===== src/can_ctl_pkg.sv =====
// Constants, field layout and mode codes for the CAN mode and buffer control block.
// Assumes a 100 MHz register clock and word-aligned AHB-Lite register access.
// Overview of operation
// - Mode request field decodes normal, disable, loopback, listen-only, config, listen-all.
// - Reported mode field is read-only and uses the request encoding.
// - Listen-only is passive: no error flags, no acknowledge, error counters off.
// - Listen-only releases the transmit pin to port use; receive stays input.
// - Listen-all ignores errors, accepts all, copies partial message on error.
// - Loopback ties internal transmit to internal receive; both pins go to port use.
// - Stop-in-idle bit: one halts the module in CPU idle, zero keeps running.
// - Abort-all bit set by software; hardware clears it once all aborts finish.
// - Capture-enable bit makes each received message fire a timestamp capture event.
// - Window-select bit maps filter registers when one, buffer registers when zero.
// - Five-bit data bit count for identifier-plus-data filtering; codes above 10001 invalid.
// - Read-only filter hit field names matching filter zero to fifteen.
// - Interrupt code reports none, error, wake-up, overflow or FIFO almost full.
// - Buffer interrupts report the buffer index zero to fifteen as code.
// - Buffer count code selects 4,6,8,12,16,24 or 32 buffers; 111 reserved.
// - Writable five-bit field selects the buffer where the receive FIFO begins.
// - Read-only write pointer gives the buffer index the FIFO fills next.
// - Read-only read pointer gives the buffer index software reads next.
// - Reported mode changes only when acceptable, normally after eleven recessive bits.
// - Configuration registers writable only in configuration mode; no entry during transmit.
package can_ctl_pkg;

  typedef enum logic [2:0] {
    MODE_NORMAL      = 3'h0,
    MODE_DISABLE     = 3'h1,
    MODE_LOOPBACK    = 3'h2,
    MODE_LISTEN_ONLY = 3'h3,
    MODE_CONFIG      = 3'h4,
    MODE_LISTEN_ALL  = 3'h7
  } mode_e;

  // Register byte offsets
  localparam logic [11:0] OFS_MODE_CONTROL     = 12'h000;
  localparam logic [11:0] OFS_FILTER_BIT_COUNT = 12'h004;
  localparam logic [11:0] OFS_INTERRUPT_CODE   = 12'h008;
  localparam logic [11:0] OFS_FIFO_SETUP       = 12'h00C;
  localparam logic [11:0] OFS_FIFO_POINTERS    = 12'h010;

  // mode_control fields
  localparam int POS_STOP_IN_IDLE   = 13;
  localparam int POS_ABORT_ALL_TX   = 12;
  localparam int POS_MODE_REQUEST   = 8;
  localparam int POS_MODE_REPORT    = 5;
  localparam int POS_RX_CAPTURE_EN  = 3;
  localparam int POS_WINDOW_SELECT  = 0;

  // interrupt_code fields
  localparam int POS_FILTER_HIT     = 8;
  localparam int POS_ICODE          = 0;

  // fifo_setup and fifo_pointers fields
  localparam int POS_DMA_BUF_COUNT  = 13;
  localparam int POS_FIFO_START     = 0;
  localparam int POS_FIFO_WRITE_PTR = 8;
  localparam int POS_FIFO_READ_PTR  = 0;

  // Reset values
  localparam mode_e       RST_MODE          = MODE_CONFIG;
  localparam logic [4:0]  RST_FILTER_COUNT  = 5'h00;
  localparam logic [2:0]  RST_DMA_BUF_COUNT = 3'h0;
  localparam logic [4:0]  RST_FIFO_START    = 5'h00;

  // Field limits and codes
  localparam logic [4:0]  FILTER_COUNT_MAX  = 5'h11;
  localparam logic [2:0]  DMA_BUF_RESERVED  = 3'h7;
  localparam logic [6:0]  ICODE_NONE        = 7'h40;
  localparam logic [6:0]  ICODE_ERROR       = 7'h41;
  localparam logic [6:0]  ICODE_WAKE        = 7'h42;
  localparam logic [6:0]  ICODE_RX_OVERFLOW = 7'h43;
  localparam logic [6:0]  ICODE_FIFO_AFULL  = 7'h44;

  // Bus idle timing
  localparam int IDLE_RECESSIVE_BITS = 11;
  localparam int CLK_HZ              = 100_000_000;
  localparam int BIT_RATE_HZ         = 1_000_000;
  localparam int BIT_CYCLES          = CLK_HZ / BIT_RATE_HZ;

endpackage : can_ctl_pkg


===== src/bus_idle_detect.sv =====
// Bus idle detector: counts recessive bit times on the receive line.
// Assumes rx_in is already synchronised to mclk_in.
`timescale 1ns/100ps
module bus_idle_detect #(
  parameter int BIT_CYCLES = can_ctl_pkg::BIT_CYCLES,
  parameter int IDLE_BITS  = can_ctl_pkg::IDLE_RECESSIVE_BITS
) (
  input  wire logic mclk_in,
  input  wire logic reset_n_in,
  input  wire logic rx_in,
  output logic      idle_out
);
  import can_ctl_pkg::*;

  logic [15:0] div_q;
  logic        tick_q;
  logic [4:0]  run_q;

  // Bit-time enable pulse
  always_ff @(posedge mclk_in or negedge reset_n_in)
  begin
    if (!reset_n_in)
    begin
      div_q  <= 16'h0000;
      tick_q <= 1'b0;
    end
    else if (div_q == 16'(BIT_CYCLES - 1))
    begin
      div_q  <= 16'h0000;
      tick_q <= 1'b1;
    end
    else
    begin
      div_q  <= div_q + 16'h0001;
      tick_q <= 1'b0;
    end
  end

  // Consecutive recessive bits, restarted by any dominant level
  always_ff @(posedge mclk_in or negedge reset_n_in)
  begin
    if (!reset_n_in)
      run_q <= 5'h00;
    else if (!rx_in)
      run_q <= 5'h00;
    else if (tick_q && run_q != 5'(IDLE_BITS))
      run_q <= run_q + 5'h01;
  end

  always_ff @(posedge mclk_in or negedge reset_n_in)
  begin
    if (!reset_n_in)
      idle_out <= 1'b0;
    else
      idle_out <= rx_in && (run_q == 5'(IDLE_BITS));
  end

endmodule : bus_idle_detect


===== src/can_mode_and_buffer_control.sv =====
// Mode, abort, capture, window, filter count, interrupt code and FIFO pointer control.
// Assumes an AHB-Lite master on mclk_in and a protocol engine on the same clock.
`timescale 1ns/100ps
module can_mode_and_buffer_control #(
  parameter int BIT_CYCLES = can_ctl_pkg::BIT_CYCLES
) (
  input  wire logic        mclk_in,
  input  wire logic        reset_n_in,
  // AHB-Lite slave
  input  wire logic        hsel_in,
  input  wire logic [1:0]  htrans_in,
  input  wire logic [11:0] haddr_in,
  input  wire logic        hwrite_in,
  input  wire logic [2:0]  hsize_in,
  input  wire logic [31:0] hwdata_in,
  input  wire logic        hready_in,
  output logic             hreadyout_out,
  output logic             hresp_out,
  output logic [31:0]      hrdata_out,
  // CAN pins
  input  wire logic        can_rx_pin_in,
  output logic             can_tx_pin_out,
  output logic             can_tx_pin_oe_out,
  output logic             tx_pin_port_io_out,
  output logic             rx_pin_port_io_out,
  // Protocol engine side
  input  wire logic        engine_tx_in,
  input  wire logic        tx_busy_in,
  input  wire logic        all_aborted_in,
  input  wire logic        rx_done_in,
  input  wire logic [3:0]  filter_hit_in,
  input  wire logic        err_pend_in,
  input  wire logic        wake_pend_in,
  input  wire logic        rx_ovf_pend_in,
  input  wire logic        fifo_afull_pend_in,
  input  wire logic [15:0] buf_pend_in,
  input  wire logic        fifo_fill_in,
  input  wire logic        fifo_read_in,
  input  wire logic        cpu_idle_in,
  output logic             engine_rx_out,
  output logic             online_out,
  output logic             passive_out,
  output logic             err_count_enable_out,
  output logic             err_count_clear_out,
  output logic             accept_all_out,
  output logic             copy_on_error_out,
  output logic             abort_all_tx_out,
  output logic             module_halt_out,
  output logic             capture_event_out,
  output logic             window_select_out,
  output logic [4:0]       filter_data_bit_count_out,
  output logic [2:0]       dma_buffer_count_out,
  output logic [4:0]       fifo_start_buffer_out
);
  import can_ctl_pkg::*;

  // Number of buffers for a buffer-count code
  function automatic logic [5:0] buf_total(input logic [2:0] code);
    logic [5:0] n;
    n = 6'h04;
    unique case (code)
      3'h0: n = 6'h04;
      3'h1: n = 6'h06;
      3'h2: n = 6'h08;
      3'h3: n = 6'h0C;
      3'h4: n = 6'h10;
      3'h5: n = 6'h18;
      3'h6: n = 6'h20;
      default: n = 6'h20;
    endcase
    return n;
  endfunction : buf_total

  // Next FIFO index, wrapping from the last buffer back to the start
  function automatic logic [5:0] ptr_next(input logic [5:0] p, input logic [2:0] code,
                                          input logic [4:0] start);
    logic [5:0] last;
    last = buf_total(code) - 6'h01;
    if (p >= last)
      return {1'b0, start};
    return p + 6'h01;
  endfunction : ptr_next

  function automatic logic is_mode(input logic [2:0] code);
    return code != 3'h5 && code != 3'h6;
  endfunction : is_mode

  mode_e       mode_request_q;
  mode_e       mode_report_q;
  logic        stop_in_idle_q;
  logic        abort_all_tx_q;
  logic        rx_capture_enable_q;
  logic        window_select_q;
  logic [4:0]  filter_data_bit_count_q;
  logic [2:0]  dma_buffer_count_q;
  logic [4:0]  fifo_start_buffer_q;
  logic [5:0]  fifo_write_pointer_q;
  logic [5:0]  fifo_read_pointer_q;
  logic [4:0]  filter_hit_number_q;
  logic [6:0]  interrupt_code_q;
  logic        rx_meta_q;
  logic        rx_sync_q;
  logic        wr_pend_q;
  logic [11:0] wr_addr_q;
  logic        rd_pend_q;
  logic [11:0] rd_addr_q;
  logic        bus_idle;
  logic        internal_rx;
  logic        in_config;
  logic        mode_ok;
  logic        take;
  logic [31:0] rd_mux;
  logic        wr_ctl;
  logic        wr_filt;
  logic        wr_fifo;

  assign in_config = (mode_report_q == MODE_CONFIG);
  assign take      = hsel_in && htrans_in[1] && hready_in;
  assign wr_ctl    = wr_pend_q && (wr_addr_q == OFS_MODE_CONTROL);
  assign wr_filt   = wr_pend_q && (wr_addr_q == OFS_FILTER_BIT_COUNT) && in_config;
  assign wr_fifo   = wr_pend_q && (wr_addr_q == OFS_FIFO_SETUP) && in_config;

  // Receive pin synchroniser
  always_ff @(posedge mclk_in or negedge reset_n_in)
  begin
    if (!reset_n_in)
    begin
      rx_meta_q <= 1'b1;
      rx_sync_q <= 1'b1;
    end
    else
    begin
      rx_meta_q <= can_rx_pin_in;
      rx_sync_q <= rx_meta_q;
    end
  end

  // Loopback routes the engine transmit straight back to its receive
  assign internal_rx = (mode_report_q == MODE_LOOPBACK) ? engine_tx_in : rx_sync_q;

  bus_idle_detect #(
    .BIT_CYCLES (BIT_CYCLES),
    .IDLE_BITS  (IDLE_RECESSIVE_BITS)
  ) u_idle (
    .mclk_in    (mclk_in),
    .reset_n_in (reset_n_in),
    .rx_in      (internal_rx),
    .idle_out   (bus_idle)
  );

  // AHB-Lite address phase capture; reads take one wait state
  always_ff @(posedge mclk_in or negedge reset_n_in)
  begin
    if (!reset_n_in)
    begin
      wr_pend_q     <= 1'b0;
      wr_addr_q     <= 12'h000;
      rd_pend_q     <= 1'b0;
      rd_addr_q     <= 12'h000;
      hreadyout_out <= 1'b1;
      hrdata_out    <= 32'h0000_0000;
      hresp_out     <= 1'b0;
    end
    else
    begin
      hresp_out <= 1'b0;
      wr_pend_q <= take && hwrite_in;
      if (take)
      begin
        wr_addr_q <= {haddr_in[11:2], 2'b00};
        rd_addr_q <= {haddr_in[11:2], 2'b00};
      end
      rd_pend_q <= take && !hwrite_in;
      if (take && !hwrite_in)
        hreadyout_out <= 1'b0;
      else if (rd_pend_q)
      begin
        hreadyout_out <= 1'b1;
        hrdata_out    <= rd_mux;
      end
    end
  end

  always_comb
  begin
    rd_mux = 32'h0000_0000;
    unique case (rd_addr_q)
      OFS_MODE_CONTROL:
      begin
        rd_mux[POS_STOP_IN_IDLE]                  = stop_in_idle_q;
        rd_mux[POS_ABORT_ALL_TX]                  = abort_all_tx_q;
        rd_mux[POS_MODE_REQUEST +: 3]             = mode_request_q;
        rd_mux[POS_MODE_REPORT +: 3]              = mode_report_q;
        rd_mux[POS_RX_CAPTURE_EN]                 = rx_capture_enable_q;
        rd_mux[POS_WINDOW_SELECT]                 = window_select_q;
      end
      OFS_FILTER_BIT_COUNT: rd_mux[4:0]           = filter_data_bit_count_q;
      OFS_INTERRUPT_CODE:
      begin
        rd_mux[POS_FILTER_HIT +: 5]               = filter_hit_number_q;
        rd_mux[POS_ICODE +: 7]                    = interrupt_code_q;
      end
      OFS_FIFO_SETUP:
      begin
        rd_mux[POS_DMA_BUF_COUNT +: 3]            = dma_buffer_count_q;
        rd_mux[POS_FIFO_START +: 5]               = fifo_start_buffer_q;
      end
      OFS_FIFO_POINTERS:
      begin
        rd_mux[POS_FIFO_WRITE_PTR +: 6]           = fifo_write_pointer_q;
        rd_mux[POS_FIFO_READ_PTR +: 6]            = fifo_read_pointer_q;
      end
      default: rd_mux = 32'h0000_0000;
    endcase
  end

  // Mode request; reserved codes leave the request unchanged
  always_ff @(posedge mclk_in or negedge reset_n_in)
  begin
    if (!reset_n_in)
      mode_request_q <= RST_MODE;
    else if (wr_ctl && is_mode(hwdata_in[POS_MODE_REQUEST +: 3]))
      mode_request_q <= mode_e'(hwdata_in[POS_MODE_REQUEST +: 3]);
  end

  // Changes out of config or disable happen at once, none into config while tx_busy_in; changes from on-line modes wait for an idle bus
  always_comb
  begin
    mode_ok = bus_idle || mode_report_q == MODE_CONFIG || mode_report_q == MODE_DISABLE;
    if (mode_request_q == MODE_CONFIG && tx_busy_in)
      mode_ok = 1'b0;
  end

  always_ff @(posedge mclk_in or negedge reset_n_in)
  begin
    if (!reset_n_in)
      mode_report_q <= RST_MODE;
    else if (mode_request_q != mode_report_q && mode_ok)
      mode_report_q <= mode_request_q;
  end

  // Control bits locked outside configuration mode
  always_ff @(posedge mclk_in or negedge reset_n_in)
  begin
    if (!reset_n_in)
    begin
      stop_in_idle_q      <= 1'b0;
      rx_capture_enable_q <= 1'b0;
    end
    else if (wr_ctl && in_config)
    begin
      stop_in_idle_q      <= hwdata_in[POS_STOP_IN_IDLE];
      rx_capture_enable_q <= hwdata_in[POS_RX_CAPTURE_EN];
    end
  end

  always_ff @(posedge mclk_in or negedge reset_n_in)
  begin
    if (!reset_n_in)
      window_select_q <= 1'b0;
    else if (wr_ctl)
      window_select_q <= hwdata_in[POS_WINDOW_SELECT];
  end

  // Abort-all: software sets, hardware clears, a set in the same cycle wins
  always_ff @(posedge mclk_in or negedge reset_n_in)
  begin
    if (!reset_n_in)
      abort_all_tx_q <= 1'b0;
    else if (wr_ctl && hwdata_in[POS_ABORT_ALL_TX])
      abort_all_tx_q <= 1'b1;
    else if (all_aborted_in)
      abort_all_tx_q <= 1'b0;
  end

  // Filter data bit count; invalid codes are not stored
  always_ff @(posedge mclk_in or negedge reset_n_in)
  begin
    if (!reset_n_in)
      filter_data_bit_count_q <= RST_FILTER_COUNT;
    else if (wr_filt && hwdata_in[4:0] <= FILTER_COUNT_MAX)
      filter_data_bit_count_q <= hwdata_in[4:0];
  end

  // FIFO area setup; a reserved buffer count keeps the old count
  always_ff @(posedge mclk_in or negedge reset_n_in)
  begin
    if (!reset_n_in)
    begin
      dma_buffer_count_q  <= RST_DMA_BUF_COUNT;
      fifo_start_buffer_q <= RST_FIFO_START;
    end
    else if (wr_fifo)
    begin
      if (hwdata_in[POS_DMA_BUF_COUNT +: 3] != DMA_BUF_RESERVED)
        dma_buffer_count_q <= hwdata_in[POS_DMA_BUF_COUNT +: 3];
      fifo_start_buffer_q <= hwdata_in[POS_FIFO_START +: 5];
    end
  end

  // FIFO pointers restart at the FIFO start while configuring
  always_ff @(posedge mclk_in or negedge reset_n_in)
  begin
    if (!reset_n_in)
    begin
      fifo_write_pointer_q <= 6'h00;
      fifo_read_pointer_q  <= 6'h00;
    end
    else if (in_config)
    begin
      fifo_write_pointer_q <= {1'b0, fifo_start_buffer_q};
      fifo_read_pointer_q  <= {1'b0, fifo_start_buffer_q};
    end
    else
    begin
      if (fifo_fill_in)
        fifo_write_pointer_q <= ptr_next(fifo_write_pointer_q, dma_buffer_count_q,
                                         fifo_start_buffer_q);
      if (fifo_read_in)
        fifo_read_pointer_q  <= ptr_next(fifo_read_pointer_q, dma_buffer_count_q,
                                         fifo_start_buffer_q);
    end
  end

  // Filter hit latched per received message
  always_ff @(posedge mclk_in or negedge reset_n_in)
  begin
    if (!reset_n_in)
      filter_hit_number_q <= 5'h00;
    else if (rx_done_in)
      filter_hit_number_q <= {1'b0, filter_hit_in};
  end

  // Interrupt code: module events first, then lowest pending buffer
  always_ff @(posedge mclk_in or negedge reset_n_in)
  begin
    if (!reset_n_in)
      interrupt_code_q <= ICODE_NONE;
    else if (err_pend_in)
      interrupt_code_q <= ICODE_ERROR;
    else if (wake_pend_in)
      interrupt_code_q <= ICODE_WAKE;
    else if (rx_ovf_pend_in)
      interrupt_code_q <= ICODE_RX_OVERFLOW;
    else if (fifo_afull_pend_in)
      interrupt_code_q <= ICODE_FIFO_AFULL;
    else
    begin
      interrupt_code_q <= ICODE_NONE;
      for (int i = 15; i >= 0; i--)
        if (buf_pend_in[i])
          interrupt_code_q <= 7'(i);
    end
  end

  // Mode-derived controls and pin ownership
  always_ff @(posedge mclk_in or negedge reset_n_in)
  begin
    if (!reset_n_in)
    begin
      online_out           <= 1'b0;
      passive_out          <= 1'b0;
      err_count_enable_out <= 1'b0;
      err_count_clear_out  <= 1'b1;
      accept_all_out       <= 1'b0;
      copy_on_error_out    <= 1'b0;
      tx_pin_port_io_out   <= 1'b1;
      rx_pin_port_io_out   <= 1'b1;
      can_tx_pin_out       <= 1'b1;
      can_tx_pin_oe_out    <= 1'b0;
      engine_rx_out        <= 1'b1;
    end
    else
    begin
      online_out           <= !(mode_report_q inside {MODE_CONFIG, MODE_DISABLE});
      passive_out          <= mode_report_q == MODE_LISTEN_ONLY;
      err_count_enable_out <= mode_report_q inside {MODE_NORMAL, MODE_LOOPBACK};
      err_count_clear_out  <= in_config;
      accept_all_out       <= mode_report_q == MODE_LISTEN_ALL;
      copy_on_error_out    <= mode_report_q == MODE_LISTEN_ALL;
      tx_pin_port_io_out   <= !(mode_report_q inside {MODE_NORMAL, MODE_LISTEN_ALL});
      rx_pin_port_io_out   <= !(mode_report_q inside {MODE_NORMAL, MODE_LISTEN_ONLY,
                                                      MODE_LISTEN_ALL});
      can_tx_pin_oe_out    <= mode_report_q inside {MODE_NORMAL, MODE_LISTEN_ALL};
      can_tx_pin_out       <= (mode_report_q inside {MODE_NORMAL, MODE_LISTEN_ALL})
                              ? engine_tx_in : 1'b1;
      engine_rx_out        <= internal_rx;
    end
  end

  // Halt, abort, capture and configuration outputs
  always_ff @(posedge mclk_in or negedge reset_n_in)
  begin
    if (!reset_n_in)
    begin
      module_halt_out           <= 1'b0;
      capture_event_out         <= 1'b0;
      abort_all_tx_out          <= 1'b0;
      window_select_out         <= 1'b0;
      filter_data_bit_count_out <= RST_FILTER_COUNT;
      dma_buffer_count_out      <= RST_DMA_BUF_COUNT;
      fifo_start_buffer_out     <= RST_FIFO_START;
    end
    else
    begin
      module_halt_out           <= stop_in_idle_q && cpu_idle_in;
      capture_event_out         <= rx_capture_enable_q && rx_done_in;
      abort_all_tx_out          <= abort_all_tx_q;
      window_select_out         <= window_select_q;
      filter_data_bit_count_out <= filter_data_bit_count_q;
      dma_buffer_count_out      <= dma_buffer_count_q;
      fifo_start_buffer_out     <= fifo_start_buffer_q;
    end
  end

endmodule : can_mode_and_buffer_control


===== config.mk =====
export PLATFORM = sky130hd
export DESIGN_NAME = can_mode_and_buffer_control
export DESIGN_NICKNAME = d
export VERILOG_FILES = /design/src/can_ctl_pkg.sv /design/src/bus_idle_detect.sv /design/src/can_mode_and_buffer_control.sv
export SDC_FILE = /design/constraint.sdc
export NUM_CORES = 1
export LEC_CHECK = 0
export ABC_AREA = 0
export BUFFER_PORTS_ARGS = -buffer_cell sky130_fd_sc_hd__buf_2
export CAP_MARGIN = 15
export CORE_MARGIN = 5
export CORE_UTILIZATION = 50
export DETAILED_ROUTE_END_ITERATION = 8
export PLACE_DENSITY = 0.76
export SLEW_MARGIN = 20
export SYNTH_ARGS = -nofsm -noshare
export SYNTH_HDL_FRONTEND = slang
export SYNTH_SLANG_ARGS = --single-unit

===== constraint.sdc =====
create_clock -name mclk_in -period 3.52 [get_ports mclk_in]
set_input_delay 1.056 -clock mclk_in [delete_from_list [all_inputs] [get_ports mclk_in]]
set_output_delay 1.056 -clock mclk_in [all_outputs]
set_load 0.005 [all_outputs]

---- Word level (Yosys, flattened, before mapping) ----
Index checks and enable logic that the tools add are counted.
word-level totals
  register bits after elaboration ......... 127
  bits of input ports ..................... 86
  output and inout port bits .............. 62
  logic and storage cells ................. 175
operators by class
  $add $sub $neg .......................... 6
  $lt $le $gt $ge ......................... 3
  eq/ne operators ......................... 23
  multiplexer cells ....................... 62
  bitwise gates (word level) .............. 1
  reductions and logical operators ........ 39
operators by type and width
  kind                                               number
  two-way mux 7 bit                                  20
  two-way mux 6 bit                                  12
  case mux 6 bit (6 select lines)                    1
  == test 10 x 2 -> 1 bit (second input constant)    2
  logical AND 1 bit                                  20
  adder 16 x 1 -> 16 bit (second input constant)     1
  == test 16 x 7 -> 1 bit (second input constant)    1
  two-way mux 16 bit                                 1
  == test 3 bit (second input constant)              5
  two-way mux 1 bit                                  15
  nonzero test 2 bit                                 7
  adder 6 x 1 -> 6 bit (second input constant)       2
  == test 3 x 2 -> 1 bit (second input constant)     4
  >= comparator 6 bit                                2
  zero test 12 bit                                   1
  subtractor 6 x 1 -> 6 bit (second input constant)  2
  == test 10 x 1 -> 1 bit (second input constant)    1
  == test 10 x 3 -> 1 bit (second input constant)    1
  two-way mux 5 bit                                  2
  case mux 1 bit (5 select lines)                    2
  inequality test 3 bit (second input constant)      3
  case mux 3 bit (3 select lines)                    1
  case mux 2 bit (4 select lines)                    1
  == test 3 x 1 -> 1 bit (second input constant)     2
  other kinds (16)                                   25

---- Longest topological paths before layout ----
Gate-level depths: netlist (run 1).
  word-level depth ........................ 20
  depth in mapped cells ................... 12
  depth with buffers taken out ............ 11

---- Modules after synthesis ----
Synthesis (run 1) repeated with hierarchy kept, for this count alone.
second synthesis, totals
  cell total of the unflattened synthesis .. 527
  area, all modules ....................... 5,879.4 µm²
modules (own cells, without submodules)
  module                       times used  cells each  area an instance (µm²)  seq. area each (µm²)
  can_mode_and_buffer_control  1           436         4,852.2                 2,566.2
  bus_idle_detect              1           91          1,027.2                 575.6

---- Worst setup path before layout (run 1) ----
Ideal clock, no wire load.
  path kind ............................... reg-to-reg
  start ................................... register dma_buffer_count_q[1]
  end ..................................... register fifo_write_pointer_q[4]
  library setup time ...................... 0.134 ns
  arrival time ............................ 2.433 ns
  setup slack ............................. 0.953 ns
  cell stages (with the launch flop) ...... 10
  cell sequence ........................... dfrtp_1 -> or3_1 -> ha_1 -> ha_1 -> a211o_1 -> a221oi_1 -> o21ai_2 -> o21bai_1 -> a21oi_1 -> a21oi_1
between the ends
  cells in the longest elaborated chain, start to end .. 12
ends and longest elaborated chain
  element                                      RTL line                            source
  start: declaration                           can_mode_and_buffer_control.sv:95   logic [2:0] dma_buffer_count_q;
  start signal: assignment                     can_mode_and_buffer_control.sv:296  dma_buffer_count_q <= hwdata_in[POS_DMA_BUF_COUNT +: 3];
  == test 3 bit, or another cell as far along  can_mode_and_buffer_control.sv:61   unique case (code)
  case mux 6 bit (6 select lines) (*)          can_mode_and_buffer_control.sv:61
  two-way mux 6 bit (*)                        can_mode_and_buffer_control.sv:316  if (fifo_fill_in)
  two-way mux 6 bit (*)                        can_mode_and_buffer_control.sv:309  else if (in_config)
  subtractor 6 x 1 -> 6 bit (*)                can_mode_and_buffer_control.sv:78   last = buf_total(code) - 6'h01;
  >= comparator 6 bit (*)                      can_mode_and_buffer_control.sv:79   if (p >= last)
  two-way mux 1 bit (*)                        can_mode_and_buffer_control.sv:79
  two-way mux 1 bit (*)                        can_mode_and_buffer_control.sv:316
  two-way mux 1 bit (*)                        can_mode_and_buffer_control.sv:309
  two-way mux 6 bit (*)                        can_mode_and_buffer_control.sv:81   return p + 6'h01;
  two-way mux 6 bit (*)                        can_mode_and_buffer_control.sv:316
  two-way mux 6 bit (*)                        can_mode_and_buffer_control.sv:309
  end signal: assignment                       can_mode_and_buffer_control.sv:311  fifo_write_pointer_q <= {1'b0, fifo_start_buffer_q};
  end signal: assignment                       can_mode_and_buffer_control.sv:317  fifo_write_pointer_q <= ptr_next(fifo_write_pointer_q, dma_buffer_count_q,
  end: declaration                             can_mode_and_buffer_control.sv:97   logic [5:0] fifo_write_pointer_q;
Mark *: on every way between the ends. The rest lies on a longest branch, timed or not. The select of a mux whose other input is x is not followed.
A chain may end at the register's enable or synchronous reset.

---- Worst setup path in the final report (run 1) ----
  start ................................... register dma_buffer_count_q[0]
  end ..................................... register fifo_write_pointer_q[4]
Same word-level chain as after synthesis.

==> results of run 1 <==
[power groups by stage]
stage	clock network [uW]	logic (uW)	registers, uW
detailed placement	0	792	1830
global route	1870	892	1840
floorplan	0	582	1750
global placement	0	743	1830
finish	1780	794	1820
CTS	1810	798	1810
[per-layer routing]
layer / GRT usage [%] / vias up / wire length, um
met5: 0 / - / 0
met4: 9.46 / 0 / 498
met3: 6.54 / 38 / 1040
met2: 34.7 / 173 / 6970
met1: 24.9 / 2173 / 5630
li1: - / 2102 / -
[cells by family after synthesis]
logic type | Yosys count | synth area share, %
simple gates | 166 | 14.3
other cells | 1 | 0.0644
fa+ha+maj | 13 | 2.79
mux | 47 | 8.90
compound gates | 106 | 11.9
xor+xnor | 20 | 3.01
buf+inv | 55 | 5.07
flops | 125 | 54.0
[layout make-up]
cell class | instances | area, sq um
Clock buffer | 19 | 443
Clock inverter | 13 | 165
Fill cell | 927 | 4370
Inverter | 22 | 82.6
Multi-Input combinational cell | 369 | 2440
Sequential cell | 125 | 3140
Tap cell | 143 | 179
Timing Repair Buffer | 111 | 588
[worst min path at each step]
stage                 to  slack [ns]  cells after the start
2_1_floorplan  rx_sync_q        0.35                      0
3_3_place_gp   rx_sync_q        0.35                      0
3_5_place_dp   rx_sync_q        0.35                      0
4_1_cts        rx_sync_q        0.36                      0
5_1_grt        rx_sync_q        0.37                      0
6_report       rx_sync_q        0.36                      0
[stage by stage]
step / cell area, sq um / utilization, %
final: 7040 / 61.7
after global routing: 7040 / 61.7
after CTS: 7040 / 61.7
after detailed placement: 6440 / 56.4
after global placement: 6440 / 56.4
after floorplan: 5880 / -
[state kept, by name (all words and copies together), names as in the netlist, 6 cells and up]
| signal | count |
|---|---|
| u_idle.div_q | 16 |
| fifo_read_pointer_q | 6 |
| rd_addr_q | 10 |
| fifo_write_pointer_q | 6 |
| hrdata_out | 16 |
[worst max-delay path: stages (launching register included)]
cell	delay, ns
dfrtp_1	0.45
inv_1	0.09
or3_1	0.39
ha_1	0.36
ha_1	0.23
a211o_1	0.27
a221oi_1	0.33
o21ai_2	0.23
o21bai_1	0.21
a21oi_1	0.14
a21oi_1	0.06
[cell usage in the layout, fill, tap and decap left out, types with 5 or more instances in the layout]
master,instances
nor2b_1,5
buf_2,103
dfrtp_1,114
inv_1,22
nand2_1,43
nor2_1,49
a21oi_1,24
a22oi_1,10
o22ai_1,5
nor3_1,10
clkbuf_16,17
a31oi_1,5
xor2_1,6
a221oi_1,5
o21ai_0,24
nand4_1,9
conb_1,17
ha_1,13
mux2i_1,21
nor4_1,6
dfstp_2,11
mux2_2,22
nand3_1,15
buf_4,7
xnor2_1,14
o31ai_1,7
==> results_dict.tcl, run 1 <==
set metrics [dict create \
    status "complete, no violations" \
    clockRootBuffer "clkbuf_16" \
    r2r_end "fifo_write_pointer_q[4]" \
    grt_pass1_wl_um 23300 \
    layout.nets 745 \
    clock_latency_ns 0.42 \
    period_minus_slack_ns 2.87 \
    rr_worst_depth 10 \
    synth_cell_types 60 \
    syn_area_sq_mm 0.00582 \
    grt_pass1_vias 4681 \
    grt_overflow 0 \
    synth_edf_count 0 \
    io_buffer_count 104 \
    placed_cells 770 \
    yosysTopAreaCellShare_pct 49.0 \
    setup_viol 0 \
    synth.area.top_cells "dfrtp_1 49%, dfstp_2 5.0%, mux2_2 4.3%" \
    clkPwrFrac_pct 40.5 \
    ys_ff_latch 125 \
    rows 39 \
    startpoint_type "flip-flop" \
    die_h_um 118 \
    initial_core_util_pct 51.0 \
    fin_crit_sh_pct 81.6 \
    min-delay-start "rx_meta_q" \
    drive_gt1_share_pct 29.6 \
    holdWs_ns 0.358 \
    stdcell_count 802 \
    drc_errors 0 \
    power_switching_uw 1270 \
    drv_cap 0 \
    p_int_uw 3120 \
    fmax_ghz 0.348 \
    power_frac_comb_pct 18.1 \
    syn_avg_cell_area_sq_um 10.9 \
    clock-sinks 125 \
    antenna_found_initial 0 \
    vias_per_cell 5.59 \
    vias 4486 \
    yosysWarningCount 0 \
    cts_tree "yes" \
    post-synth-top-area-cell "dfrtp_1" \
    tns_ns 0 \
    ys_async_sr_fraction_pct 100 \
    hpwl_um 10400 \
    ys_top_cells_by_count "114 x dfrtp_1, 49 x nor2_1, 43 x nand2_1" \
    syn_inst 533 \
    hold_viol_final 0 \
    tightest_slew_ns 0.643 \
    synth_ff_type "dfrtp_1" \
    cts_setup_buffers 0 \
    syn_to_final_growth_pct 21.0 \
    grt_use_total_pct 20.9 \
    worstPathRequired_ns 3.82 \
    worstHoldPathType "reg -> reg" \
    clkSlewWorstSetupHoldPaths_ns 0.06 \
    skew_ns 0.0116 \
    sequentialPowerShare_pct 41.4 \
    setup_slack_ns 0.646 \
    wl_per_cell_um 17.6 \
    ant_nets 0 \
    grt_start_max_net_pins 47 \
    p_leak_uw 0.00338 \
    die_width_um 118 \
    p_per_area_mw_per_mm2 623 \
    endpoint "fifo_write_pointer_q[4]" \
    place_ws_ns 0.699 \
    drt-total-wl_um 14100 \
    critPathKind "reg -> reg" \
    grt_setup_unrepaired "false" \
    htree_num_levels 4 \
    startpoint "dma_buffer_count_q[0]" \
    end_kind "flip-flop" \
    power.total_uw 4390 \
    n_antenna_cell 0 \
    ir_drop_v 0.000443 \
    io_pins 148 \
    first_pass_iters 5 \
    rrSetupSlack_ns 0.65 \
    yosysMostFrequentCell "dfrtp_1" \
    numCtsBuffers 17 \
    rr_startpoint "dma_buffer_count_q[0]" \
    seq_area_frac_synth_pct 54.0 \
    switching_share_pct 29.0 \
    cts_max_path_buffers 2 \
    ctsHoldBuffers 0 \
    crit_fanout 10 \
    slew_violations 0 \
    cp.arrival_ns 3.17 \
    drt_iter0_markers 286 \
    core_sq_mm 0.0114 \
    post_cts_resized 0 \
    fp.dieArea_sq_mm 0.0139 \
    gp_congestion 0.915 \
    relSlewSlack_pct 57.2 \
]
Power figures use the tool's default switching activity.
==> inputs of run 2 (changes only) <==
Settings changed: ABC_AREA 0 to 1, CORE_UTILIZATION 50 to 48.
Clock period 3.52 ns to 2.4 ns, I/O delays scaled along.
==> results_dict.tcl, run 2 <==
set metrics [dict create \
    status "complete, no violations" \
    ir_drop_v 0.000490 \
    clockRootBuffer "clkbuf_16" \
    power.total_uw 6030 \
    grt_overflow 0 \
    fp.dieArea_sq_mm 0.0145 \
    synth_ff_type "dfrtp_1" \
    ys_top_cells_by_count "117 x nand2_1, 114 x dfrtp_1, 99 x inv_1" \
    n_antenna_cell 0 \
    end_kind "flip-flop" \
    initial_core_util_pct 48.9 \
    drt_iter0_markers 243 \
    die_width_um 121 \
    hold_viol_final 0 \
    vias 4775 \
    setup_viol 0 \
    drive_gt1_share_pct 25.4 \
    worst-path-buf-inv 3 \
    power_frac_comb_pct 14.2 \
    worstHoldPathType "in -> async" \
    crit_fanout 6 \
    post-synth-top-area-cell "dfrtp_1" \
    fmax_ghz 0.446 \
    wl_per_cell_um 14.6 \
    yosysTopAreaCellShare_pct 48.6 \
    ant_nets 0 \
    skew_ns 0.00561 \
    drv_cap 0 \
    yosysMostFrequentCell "nand2_1" \
    cts_max_path_buffers 2 \
    r2r_end "fifo_write_pointer_q[3]" \
    antenna_found_initial 0 \
    clkSlewWorstSetupHoldPaths_ns 0.06 \
    io_pins 148 \
    hpwl_um 10100 \
    crit_path_max_incr_delay_ns 0.42 \
    layout_common_cells "116 x nand2_1, 114 x dfrtp_1, 103 x buf_2" \
    seq_area_frac_synth_pct 53.5 \
    rrSetupSlack_ns 0.16 \
    gp_congestion 0.884 \
    tns_ns 0 \
    period_minus_slack_ns 2.24 \
    critPathKind "reg -> reg" \
    first_pass_iters 5 \
    startpoint "dma_buffer_count_q[1]" \
    grt_pass1_wl_um 22500 \
    rows 40 \
    holdWs_ns 0.263 \
    yosysWarningCount 0 \
    worstPathRequired_ns 2.70 \
    htree_num_levels 4 \
    p_per_area_mw_per_mm2 832 \
    layout_commonest_cell "nand2_1" \
    syn_avg_cell_area_sq_um 9.03 \
    p_int_uw 4430 \
    syn_to_final_growth_pct 23.4 \
    fin_crit_sh_pct 93.4 \
    ys_ff_latch 125 \
    rr_worst_depth 14 \
    vias_per_cell 5.11 \
    drt-total-wl_um 13600 \
    ys_async_sr_fraction_pct 100 \
    rr_startpoint "dma_buffer_count_q[1]" \
    reg.largest.list "hrdata_out (16), u_idle.div_q (16), rd_addr_q (10)" \
    synth_edf_count 0 \
    synth_cell_types 42 \
    path_cells "inv_2 -> nand2_1 -> nor2_2 -> inv_2 -> ha_4 -> o21ai_0 -> nand2_1 -> ha_1 -> o211ai_1 -> nand3_2 -> inv_2 -> o21ai_0 -> o211ai_1 -> o21ai_1" \
    crit_path_frequent_cell "inv_2" \
    p_leak_uw 0.00375 \
    clock_latency_ns 0.41 \
    syn_inst 650 \
    core_sq_mm 0.0120 \
    die_h_um 121 \
    clkPwrFrac_pct 44.4 \
    sequentialPowerShare_pct 41.4 \
    cp_top_family "compound AO/OA/AOI/OAI gates" \
    cts_tree "yes" \
    grt_start_max_net_pins 48 \
    grt_use_total_pct 19.6 \
    slowest_stage "dfrtp_1" \
    startpoint_type "flip-flop" \
    clock-sinks 125 \
    synth.area.top_cells "dfrtp_1 49%, nand2_1 7.5%, inv_1 6.3%" \
    power_switching_uw 1590 \
    io_buffer_count 104 \
    ctsHoldBuffers 0 \
    numCtsBuffers 17 \
    drc_errors 0 \
    syn_area_sq_mm 0.00587 \
    layout.nets 873 \
    slew_violations 0 \
    cp.arrival_ns 2.54 \
    nFillCells 1039 \
    switching_share_pct 26.4 \
    grt_pass1_vias 4673 \
]
-- run 2: cell types whose count changed in the layout (fill, tap and decap cells not counted), moves of 8 or more --
cell and change:
a22oi_1 -10, inv_1 +74, inv_2 +12, mux2_2 -15, mux2i_1 -12, nand2_1 +73
nand3_1 +11, nor2_1 +9, nor2_2 +8, o21ai_0 +9, o21ai_1 +10, xnor2_1 -12
-- run 2: cells by family after synthesis --
logic type	count (synthesis)	share of synthesized area [%]
compound gates	101	10.2
xor+xnor	13	1.94
fa+ha+maj	13	2.77
buf+inv	134	9.84
flops	125	53.5
mux	18	3.26
other cells	1	0.0639
simple gates	245	18.4
-- run 2: how the worst max path moves through the flow --
| stage | end | slack (ns) | depth (start not counted) |
|---|---|---|---|
| floorplan | fifo_write_pointer_q[3] | 0.14 | 16 |
| global placement | fifo_write_pointer_q[3] | 0.08 | 16 |
| detailed placement | fifo_write_pointer_q[3] | 0.03 | 16 |
| CTS | fifo_write_pointer_q[3] | 0.02 | 16 |
| global route | fifo_write_pointer_q[3] | -0.02 | 14 |
| finish | fifo_write_pointer_q[3] | 0.16 | 14 |
-- run 2: per-layer routing --
metal | routed length, um | vias to the layer above | global-route usage (%) | part of all wire, %
met3 | 979 | 33 | 6.08 | 7.2
met1 | 5670 | 2248 | 24.9 | 42
met4 | 399 | 0 | 8.00 | 2.9
met5 | 0 | - | 0 | 0
li1 | - | 2335 | - | -
met2 | 6580 | 159 | 31.1 | 48
-- run 2: what timing repair did --
item | CTS | global route
endpoints found under the setup margin | 0 | 12
setup buffers | 0 | 1
resized for setup | 0 | 14
-- run 2: per-stage QoR --
stage	std cells	worst slack (ns)	util [%]	area, sq um
floorplan	666	0.142	-	5930
global placement	901	0.0772	54.6	6560
detailed placement	901	0.0274	54.6	6560
CTS	933	0.0181	59.9	7190
global route	934	-0.0215	60.3	7250
finish	934	0.158	60.3	7250
-- run 2: layout make-up --
| type | count | area, sq um | share of cell area (%) |
|---|---|---|---|
| Tap cell | 147 | 184 | 2.54 |
| Timing Repair Buffer | 114 | 623 | 8.60 |
| Multi-Input combinational cell | 407 | 2260 | 31.2 |
| Clock inverter | 9 | 133 | 1.83 |
| Inverter | 109 | 410 | 5.66 |
| Sequential cell | 125 | 3140 | 43.3 |
| Clock buffer | 23 | 498 | 6.87 |
-- run 2: power groups by stage --
stage	combinational, uW	sequential, uW	clock (uW)
after global routing	998	2520	2810
final	856	2500	2680
after floorplan	567	2480	0
after global placement	799	2520	0
after CTS	832	2490	2710
after detailed placement	820	2520	0
